--- src/erf_regs.svh ---
// register offsets, field positions, reset values and codes of the rx filter
`ifndef ERF_REGS_SVH
`define ERF_REGS_SVH

// ------------------------------------------------------------------------
// register map
// ------------------------------------------------------------------------
`define ERF_OFS_RX_FILTER_CONFIG 4'h0
`define ERF_OFS_CONTROL          4'h4
`define ERF_OFS_STATUS           4'h8
`define ERF_ADDR_W               4

// ------------------------------------------------------------------------
// rx_filter_config fields and reset
// ------------------------------------------------------------------------
`define ERF_CFG_RESET            32'h0000_0000
`define ERF_CFG_WMASK            32'h0000_dfff
`define ERF_BIT_HASH_EN          15
`define ERF_BIT_WAKE_EN          14
`define ERF_BIT_INVERT           12
`define ERF_SEL_HI               11
`define ERF_SEL_LO               8
`define ERF_BIT_CRC_BAD          7
`define ERF_BIT_CRC_GOOD         6
`define ERF_BIT_SHORT_ERR        5
`define ERF_BIT_SHORT            4
`define ERF_BIT_SINGLE           3
`define ERF_BIT_FOREIGN          2
`define ERF_BIT_GROUP            1
`define ERF_BIT_ALL              0

// control register: bit 0 receive_enable
`define ERF_BIT_RX_EN            0

// axi response codes
`define ERF_RESP_OKAY            2'h0
`define ERF_RESP_SLVERR          2'h2

`endif

--- src/erf_pkg.sv ---
// types shared by the rx filter design
package erf_pkg;
    typedef enum logic [3:0] {
        ERF_PM_OFF      = 4'b0000,
        ERF_PM_CSUM     = 4'b0001,
        ERF_PM_STA_A    = 4'b0010,
        ERF_PM_STA_B    = 4'b0011,
        ERF_PM_UNI_A    = 4'b0100,
        ERF_PM_UNI_B    = 4'b0101,
        ERF_PM_BCAST_A  = 4'b0110,
        ERF_PM_BCAST_B  = 4'b0111,
        ERF_PM_HASH     = 4'b1000,
        ERF_PM_WAKE     = 4'b1001
    } erf_pm_sel_e;

    typedef logic [1:0] erf_resp_t;
endpackage

--- src/erf_pattern_judge.sv ---
// combinational pattern-match decision for one frame
`timescale 1ns/1ps
`include "erf_regs.svh"
module erf_pattern_judge (
    input  wire logic [3:0] sel,
    input  wire logic       invert,
    input  wire logic       csum_match,
    input  wire logic       dest_station,
    input  wire logic       dest_unicast,
    input  wire logic       dest_broadcast,
    input  wire logic       hash_match,
    input  wire logic       wake_packet,
    output logic            success
);
    import erf_pkg::*;

    logic base;
    logic sta_hit;
    logic uni_hit;
    logic bc_hit;
    logic hash_hit;
    logic wake_hit;

    // per-mode terms; hash and wake ignore their filter enables on purpose
    assign base     = invert ^ csum_match;
    assign sta_hit  = base & dest_station;
    assign uni_hit  = base & dest_unicast;
    assign bc_hit   = base & dest_broadcast;
    assign hash_hit = base & hash_match;
    assign wake_hit = base & wake_packet;

    // ------------------------------------------------------------------------
    // mode decode; codes above 1001 never succeed
    // ------------------------------------------------------------------------
    always_comb begin
        unique case (sel)
            ERF_PM_OFF:                     success = 1'b0;
            ERF_PM_CSUM:                    success = base;
            ERF_PM_STA_A, ERF_PM_STA_B:     success = sta_hit;
            ERF_PM_UNI_A, ERF_PM_UNI_B:     success = uni_hit;
            ERF_PM_BCAST_A, ERF_PM_BCAST_B: success = bc_hit;
            ERF_PM_HASH:                    success = hash_hit;
            ERF_PM_WAKE:                    success = wake_hit;
            default:                        success = 1'b0;
        endcase
    end
endmodule

--- src/erf_rx_filter.sv ---
// receive frame filter: axi4-lite registers and per-frame accept decision
`timescale 1ns/1ps
`include "erf_regs.svh"
module erf_rx_filter (
    input  wire logic        aclk,
    input  wire logic        aresetn,
    // axi4-lite slave
    input  wire logic [3:0]  s_axi_awaddr,
    input  wire logic        s_axi_awvalid,
    output logic             s_axi_awready,
    input  wire logic [31:0] s_axi_wdata,
    input  wire logic [3:0]  s_axi_wstrb,
    input  wire logic        s_axi_wvalid,
    output logic             s_axi_wready,
    output erf_pkg::erf_resp_t s_axi_bresp,
    output logic             s_axi_bvalid,
    input  wire logic        s_axi_bready,
    input  wire logic [3:0]  s_axi_araddr,
    input  wire logic        s_axi_arvalid,
    output logic             s_axi_arready,
    output logic [31:0]      s_axi_rdata,
    output erf_pkg::erf_resp_t s_axi_rresp,
    output logic             s_axi_rvalid,
    input  wire logic        s_axi_rready,
    // frame classification from the receive path, valid with frame_done
    input  wire logic        frame_done,
    input  wire logic        crc_bad,
    input  wire logic        short_frame,
    input  wire logic        dest_station,
    input  wire logic        dest_unicast,
    input  wire logic        dest_multicast,
    input  wire logic        dest_broadcast,
    input  wire logic        hash_match,
    input  wire logic        wake_packet,
    input  wire logic        csum_match,
    // results
    output logic             frame_accept,
    output logic             frame_reject,
    output logic             pattern_hit,
    output logic             receive_enable
);
    import erf_pkg::*;

    // ------------------------------------------------------------------------
    // register state
    // ------------------------------------------------------------------------
    logic [31:0] cfg_r;
    logic        rx_en_r;
    logic        aw_held_r;
    logic        w_held_r;
    logic [3:0]  aw_addr_r;
    logic [31:0] w_data_r;
    logic [3:0]  w_strb_r;
    logic        bvalid_r;
    erf_resp_t   bresp_r;
    logic        rvalid_r;
    logic [31:0] rdata_r;
    erf_resp_t   rresp_r;
    logic        accept_r;
    logic        reject_r;
    logic        hit_r;
    logic [7:0]  acc_cnt_r;
    logic [7:0]  rej_cnt_r;
    logic        awready_r;
    logic        wready_r;
    logic        arready_r;

    // ------------------------------------------------------------------------
    // write channel capture, address and data in either order
    // ------------------------------------------------------------------------
    wire aw_fire  = s_axi_awvalid & awready_r;
    wire w_fire   = s_axi_wvalid & wready_r;
    wire aw_have  = aw_held_r | aw_fire;
    wire w_have   = w_held_r | w_fire;
    wire wr_go    = aw_have & w_have & ~bvalid_r;
    wire [3:0]  wr_addr = aw_held_r ? aw_addr_r : s_axi_awaddr;
    wire [31:0] wr_data = w_held_r ? w_data_r : s_axi_wdata;
    wire [3:0]  wr_strb = w_held_r ? w_strb_r : s_axi_wstrb;

    // readies are registered predictions of next cycle's idle state, so the
    // ports come from flops without losing a cycle between transfers
    wire bvalid_nxt  = wr_go | (bvalid_r & ~s_axi_bready);
    wire awready_nxt = ~(aw_have & ~wr_go) & ~bvalid_nxt;
    wire wready_nxt  = ~(w_have & ~wr_go) & ~bvalid_nxt;

    // byte-lane mask from the strobes
    logic [31:0] lane_mask;
    genvar gi;
    generate
        for (gi = 0; gi < 4; gi++) begin : g_lane
            assign lane_mask[gi*8 +: 8] = {8{wr_strb[gi]}};
        end
    endgenerate

    wire wr_cfg   = wr_go & (wr_addr == `ERF_OFS_RX_FILTER_CONFIG);
    wire wr_ctl   = wr_go & (wr_addr == `ERF_OFS_CONTROL);
    wire wr_stat  = wr_go & (wr_addr == `ERF_OFS_STATUS);
    wire wr_known = wr_cfg | wr_ctl | wr_stat;

    // config writes are dropped while reception runs; changes then would
    // tear a frame's decision between two settings
    wire cfg_we   = wr_cfg & ~rx_en_r;
    wire [31:0] cfg_mask = lane_mask & `ERF_CFG_WMASK;
    wire [31:0] cfg_nxt  = (cfg_r & ~cfg_mask) | (wr_data & cfg_mask);
    wire        rx_en_nxt = wr_strb[0] ? wr_data[`ERF_BIT_RX_EN] : rx_en_r;

    always_ff @(posedge aclk) begin
        if (!aresetn) begin
            aw_held_r <= 1'b0;
            w_held_r  <= 1'b0;
            aw_addr_r <= 4'h0;
            w_data_r  <= 32'h0000_0000;
            w_strb_r  <= 4'h0;
            awready_r <= 1'b0;
            wready_r  <= 1'b0;
        end else begin
            awready_r <= awready_nxt;
            wready_r  <= wready_nxt;
            aw_held_r <= aw_have & ~wr_go;
            w_held_r  <= w_have & ~wr_go;
            if (aw_fire) begin
                aw_addr_r <= s_axi_awaddr;
            end
            if (w_fire) begin
                w_data_r <= s_axi_wdata;
                w_strb_r <= s_axi_wstrb;
            end
        end
    end

    // write response; status is read-only so a write there is only okayed
    always_ff @(posedge aclk) begin
        if (!aresetn) begin
            bvalid_r <= 1'b0;
            bresp_r  <= `ERF_RESP_OKAY;
        end else if (wr_go) begin
            bvalid_r <= 1'b1;
            bresp_r  <= wr_known ? `ERF_RESP_OKAY : `ERF_RESP_SLVERR;
        end else if (s_axi_bready) begin
            bvalid_r <= 1'b0;
        end
    end

    // configuration and receive enable
    always_ff @(posedge aclk) begin
        if (!aresetn) begin
            cfg_r   <= `ERF_CFG_RESET;
            rx_en_r <= 1'b0;
        end else begin
            if (cfg_we) begin
                cfg_r <= cfg_nxt;
            end
            if (wr_ctl) begin
                rx_en_r <= rx_en_nxt;
            end
        end
    end

    // ------------------------------------------------------------------------
    // read channel, one read at a time, answer one cycle after address
    // ------------------------------------------------------------------------
    wire ar_fire = s_axi_arvalid & arready_r;
    wire arready_nxt = ~(ar_fire | (rvalid_r & ~s_axi_rready));
    wire [31:0] stat_word = {16'h0000, rej_cnt_r, acc_cnt_r};
    wire [31:0] ctl_word  = {31'h0, rx_en_r};
    wire rd_cfg  = s_axi_araddr == `ERF_OFS_RX_FILTER_CONFIG;
    wire rd_ctl  = s_axi_araddr == `ERF_OFS_CONTROL;
    wire rd_stat = s_axi_araddr == `ERF_OFS_STATUS;
    wire [31:0] rd_word = rd_cfg  ? cfg_r :
                          rd_ctl  ? ctl_word :
                          rd_stat ? stat_word : 32'h0000_0000;
    wire rd_known = rd_cfg | rd_ctl | rd_stat;

    always_ff @(posedge aclk) begin
        if (!aresetn) begin
            rvalid_r <= 1'b0;
            rdata_r  <= 32'h0000_0000;
            rresp_r  <= `ERF_RESP_OKAY;
        end else if (ar_fire) begin
            rvalid_r <= 1'b1;
            rdata_r  <= rd_word;
            rresp_r  <= rd_known ? `ERF_RESP_OKAY : `ERF_RESP_SLVERR;
        end else if (s_axi_rready) begin
            rvalid_r <= 1'b0;
        end
    end

    // address ready drops while an answer is pending
    always_ff @(posedge aclk) begin
        if (!aresetn) begin
            arready_r <= 1'b0;
        end else begin
            arready_r <= arready_nxt;
        end
    end

    // ------------------------------------------------------------------------
    // frame decision
    // ------------------------------------------------------------------------
    logic pm_ok;
    erf_pattern_judge u_judge (
        .sel            (cfg_r[`ERF_SEL_HI:`ERF_SEL_LO]),
        .invert         (cfg_r[`ERF_BIT_INVERT]),
        .csum_match     (csum_match),
        .dest_station   (dest_station),
        .dest_unicast   (dest_unicast),
        .dest_broadcast (dest_broadcast),
        .hash_match     (hash_match),
        .wake_packet    (wake_packet),
        .success        (pm_ok)
    );

    // class acceptance: a frame passes when any enabled class it falls in
    wire cls_crc_bad   = cfg_r[`ERF_BIT_CRC_BAD] & crc_bad;
    wire cls_crc_good  = cfg_r[`ERF_BIT_CRC_GOOD] & ~crc_bad;
    wire cls_short_err = cfg_r[`ERF_BIT_SHORT_ERR] & short_frame
                         & crc_bad;
    wire cls_short     = cfg_r[`ERF_BIT_SHORT] & short_frame;
    wire cls_single    = cfg_r[`ERF_BIT_SINGLE] & dest_unicast
                         & dest_station;
    wire cls_foreign   = cfg_r[`ERF_BIT_FOREIGN] & dest_unicast
                         & ~dest_station;
    wire cls_group     = cfg_r[`ERF_BIT_GROUP] & dest_multicast;
    wire cls_all       = cfg_r[`ERF_BIT_ALL] & dest_broadcast;
    wire cls_hash      = cfg_r[`ERF_BIT_HASH_EN] & hash_match;
    wire cls_wake      = cfg_r[`ERF_BIT_WAKE_EN] & wake_packet;
    wire class_ok = cls_crc_bad | cls_crc_good | cls_short_err | cls_short
                    | cls_single | cls_foreign | cls_group | cls_all
                    | cls_hash | cls_wake;

    // a frame counts only while receiving; no transmit path touches this
    wire judge  = frame_done & rx_en_r;
    wire take   = class_ok | pm_ok;

    always_ff @(posedge aclk) begin
        if (!aresetn) begin
            accept_r  <= 1'b0;
            reject_r  <= 1'b0;
            hit_r     <= 1'b0;
            acc_cnt_r <= 8'h00;
            rej_cnt_r <= 8'h00;
        end else begin
            accept_r <= judge & take;
            reject_r <= judge & ~take;
            hit_r    <= judge & pm_ok;
            if (judge & take) begin
                acc_cnt_r <= acc_cnt_r + 8'h01; // saturating not needed
            end
            if (judge & ~take) begin
                rej_cnt_r <= rej_cnt_r + 8'h01;
            end
        end
    end

    // ------------------------------------------------------------------------
    // outputs, all from flops
    // ------------------------------------------------------------------------
    assign s_axi_awready  = awready_r;
    assign s_axi_wready   = wready_r;
    assign s_axi_bvalid   = bvalid_r;
    assign s_axi_bresp    = bresp_r;
    assign s_axi_arready  = arready_r;
    assign s_axi_rvalid   = rvalid_r;
    assign s_axi_rdata    = rdata_r;
    assign s_axi_rresp    = rresp_r;
    assign frame_accept   = accept_r;
    assign frame_reject   = reject_r;
    assign pattern_hit    = hit_r;
    assign receive_enable = rx_en_r;
endmodule

--- config.mk ---
export PLATFORM = sky130hd
export DESIGN_NAME = erf_rx_filter
export DESIGN_NICKNAME = d
export VERILOG_FILES = /design/src/erf_pkg.sv /design/src/erf_pattern_judge.sv /design/src/erf_rx_filter.sv
export VERILOG_INCLUDE_DIRS = /design/src
export SDC_FILE = /design/constraint.sdc
export NUM_CORES = 1
export LEC_CHECK = 0
export BUFFER_PORTS_ARGS = -buffer_cell sky130_fd_sc_hd__buf_2
export CAP_MARGIN = 30
export CORE_AREA = 4 4 121 123
export CTS_BUF_LIST = sky130_fd_sc_hd__clkbuf_4
export CTS_CLUSTER_DIAMETER = 50
export DETAILED_ROUTE_END_ITERATION = 8
export DIE_AREA = 0 0 125 127
export HOLD_SLACK_MARGIN = 0.1
export RECOVER_POWER = 25
export SYNTH_ARGS = -nofsm -noshare
export SYNTH_HDL_FRONTEND = slang
export SYNTH_SLANG_ARGS = --single-unit
--- constraint.sdc ---
create_clock -name aclk -period 2 [get_ports aclk]
set_input_delay 0.3 -clock aclk [delete_from_list [all_inputs] [get_ports aclk]]
set_output_delay 0.3 -clock aclk [all_outputs]
set_load 0.005 [all_outputs]
==> impl_metrics.py <==
metrics = {
    "status": {
        "outcome": "finished clean",
    },
    "detailed_routing": {
        "routed_wl_mm": 9.60,
        "drt_iter0_drc": 207,
        "routedWlPerCell_um": 14.0,
        "dr.pass1.iters": 4,
        "ant_nets": 0,
        "route.detailed.drc": 0,
        "vias": 3262,
        "vias_per_cell": 4.74,
    },
    "final_layout": {
        "drive_gt1_share_pct": 18.1,
        "syn_to_final_growth_pct": 16.9,
        "fin_util_pct": 33.4,
        "antennaDiodeCount": 0,
        "final_cells": 688,
        "multi_input_area_sq_um": 2090,
        "fin_area_sq_um": 4560,
        "nets": 566,
        "fillers": 1441,
        "register_area_sq_um": 1620,
    },
    "synth": {
        "synth_edf_count": 0,
        "synth_xor_area_share_pct": 0.225,
        "synth_largest_area_cell": "dfxtp_1",
        "ys_top_cells_by_area": "dfxtp_1, mux2i_1, nand2_1",
        "synth_top_family_by_area": "simple AND/OR/NAND/NOR gates",
        "synthMuxAreaShare_pct": 10.0,
        "synthCells": 432,
        "synth_fa_ha_area_share_pct": 0.642,
        "syn_area_sq_um": 3900,
        "synth_compound_area_share_pct": 16.6,
        "synth_cell_types": 44,
        "ys.flop_type": "dfxtp_1",
        "yosysWarnings": 0,
        "synth-simple-area-share_pct": 23.7,
        "synth_top_area_share_pct": 41.6,
        "synth.ff_latch_count": 81,
        "yosysSeqAreaShare_pct": 41.6,
        "avgSynthCellArea_sq_um": 9.02,
        "async_flop_share_pct": 0,
    },
    "timing": {
        "finalSetupViolations": 0,
        "clock.fmax_mhz": 535,
        "period_needed_ns": 1.87,
        "slew_viol_final": 0,
        "hold_ws_ns": 0.127,
        "hold_viol_final": 0,
        "rsz0062_at_grt": "no",
        "tightestPinTransition_ns": 0.684,
        "slew_headroom_pct": 54.4,
        "finalClockSkew_ns": 0.0140,
        "fin_crit_sh_pct": 93.4,
        "timing.final.ws_setup_ns": 0.132,
        "final.setup.tns_ns": 0,
    },
    "place": {
        "place_ws_ns": 0.0942,
        "placedCellCount": 667,
        "routabilityCongestion": 0.849,
        "hpwlAfterDp_mm": 7.07,
        "port_buffers": 68,
        "placed_area_sq_um": 4390,
    },
    "setup_path": {
        "startpoint_type": "flop",
        "crit_fanout": 13,
        "crit_type": "flop to flop",
        "critPathCaptureType": "flop",
        "cp.arrival_ns": 2.23,
        "cp.required_ns": 2.36,
    },
    "cts": {
        "cts_buffers": 9,
        "clockBufferDepth": 2,
        "post_cts_buffers": 0,
        "root_buffer": "clkbuf_4",
        "clock_sinks": 81,
        "clock_latency_ns": 0.43,
        "clk_pin_slew_worst_paths_ns": 0.12,
        "cts_tree": "yes",
        "cts_max_level": 3,
    },
    "grt": {
        "antenna_found_initial": 0,
        "grt_max_degree": 98,
        "overflow": 0,
        "grt_pass1_wl_mm": 16.0,
        "grtUsageTotal_pct": 12.2,
        "grt_pass1_vias": 3244,
    },
    "power": {
        "p_per_area_nw_per_um2": 659,
        "p_seq_share_pct": 56.7,
        "switching_share_pct": 26.9,
        "p_leak_nw": 1.92,
        "vdd_ir_drop_max_uv": 358,
        "design_power_total_mw": 3.01,
        "internal_power_mw": 2.20,
        "p_sw_uw": 807,
        "p_comb_share_pct": 12.4,
        "p_clk_share_pct": 30.9,
    },
    "die": {
        "start_util_pct": 28.5,
        "fp.dieH_um": 127,
        "io_pins": 106,
        "core-area_sq_um": 13700,
        "die-area_sq_um": 15900,
        "rows": 43,
        "chipWidth_um": 125,
    },
    "run": {
        "maxCapViolCount": 0,
    },
    "worst_hold_path": {
        "hp-class": "primary input to flop",
    },
}
[kinds of logic (layout without fill, tap and decap cells)]
logic type      Yosys count  in the layout
compound gates           78             78
xor+xnor                  1              1
other cells               1             18
mux                      39             39
flops                    81             81
simple gates            183            183
fa+ha+maj                 2              2
buf+inv                  47            106
[critical path: stages, from the launching register on]
cell	delay, ns
dfxtp_1	0.52
a211oi_1	0.14
a2111oi_4	0.33
o21ai_1	0.11
buf_4	0.19
a211oi_1	0.29
mux2i_1	0.22
[placed cells by master, fill, tap and decap left out, types with 4 or more instances in the layout]
| master | instances |
|---|---|
| nand3_1 | 13 |
| and2_1 | 4 |
| nand2b_1 | 17 |
| a211oi_1 | 5 |
| inv_1 | 4 |
| and3_1 | 9 |
| nor3b_1 | 16 |
| a221oi_1 | 15 |
| a21boi_0 | 24 |
| clkbuf_1 | 13 |
| dlygate4sd3_1 | 5 |
| clkinv_2 | 4 |
| mux2i_1 | 38 |
| dfxtp_1 | 81 |
| buf_4 | 9 |
| nor3_1 | 6 |
| o211a_1 | 17 |
| nor2_1 | 17 |
| clkbuf_4 | 10 |
| nand2_1 | 88 |
| buf_2 | 57 |
| conb_1 | 18 |
[cell type report]
cell class | count | share of cell area (%)
Clock inverter | 7 | 1.35
Multi-Input combinational cell | 321 | 45.8
Inverter | 4 | 0.329
Tap cell | 180 | 4.94
Clock buffer | 9 | 1.48
Sequential cell | 81 | 35.6
Timing Repair Buffer | 86 | 10.5
[power groups by stage]
stage	sequential, mW	combinational, mW	clock (mW)
after floorplan	1.74	0.246	0
after global placement	1.74	0.366	0
after detailed placement	1.74	0.371	0
after CTS	1.70	0.380	0.970
after global routing	1.71	0.417	1.04
final	1.70	0.373	0.929
[Yosys cell counts, types with 3 or more instances]
| cell | instances |
|---|---|
| buf_6 | 4 |
| a221oi_1 | 15 |
| nor2_1 | 17 |
| a21boi_0 | 24 |
| nor3b_1 | 16 |
| nor3_1 | 6 |
| buf_2 | 3 |
| buf_4 | 18 |
| and3_1 | 9 |
| inv_1 | 4 |
| o21ai_0 | 3 |
| o211a_1 | 17 |
| nand2_1 | 88 |
| nand2b_1 | 17 |
| a211oi_1 | 5 |
| and2_1 | 4 |
| dfxtp_1 | 81 |
| nand3_1 | 13 |
| clkbuf_1 | 16 |
| mux2i_1 | 38 |
[layer usage]
metal	up-vias	track usage (%)	wire length [um]
li1	1638	-	-
met1	1533	15.2	4380
met2	71	20.6	4670
met5	-	0	0
met3	20	2.09	275
met4	0	5.68	271
[timing repair]
action | in CTS | in global routing
hold buffers | 5 | 0
resized for setup | 0 | 2
hold endpoints to repair | 5 | 0
setup endpoints to repair | 0 | 9
[worst paths after layout]
path | startpoint | to | slack (ns) | cells after the start
max | flop | acc_cnt_r[3]$_SDFFE_PN0P_ | 0.13 | 6
min | s_axi_wdata[14] | w_data_r[14]$_SDFFE_PN0P_ | 0.13 | 3
max reg2reg | flop | acc_cnt_r[3]$_SDFFE_PN0P_ | 0.13 | 6
min reg2reg | w_data_r[10]$_SDFFE_PN0P_ | w_data_r[10]$_SDFFE_PN0P_ | 0.47 | 2
(Power assumes the default switching activity.)
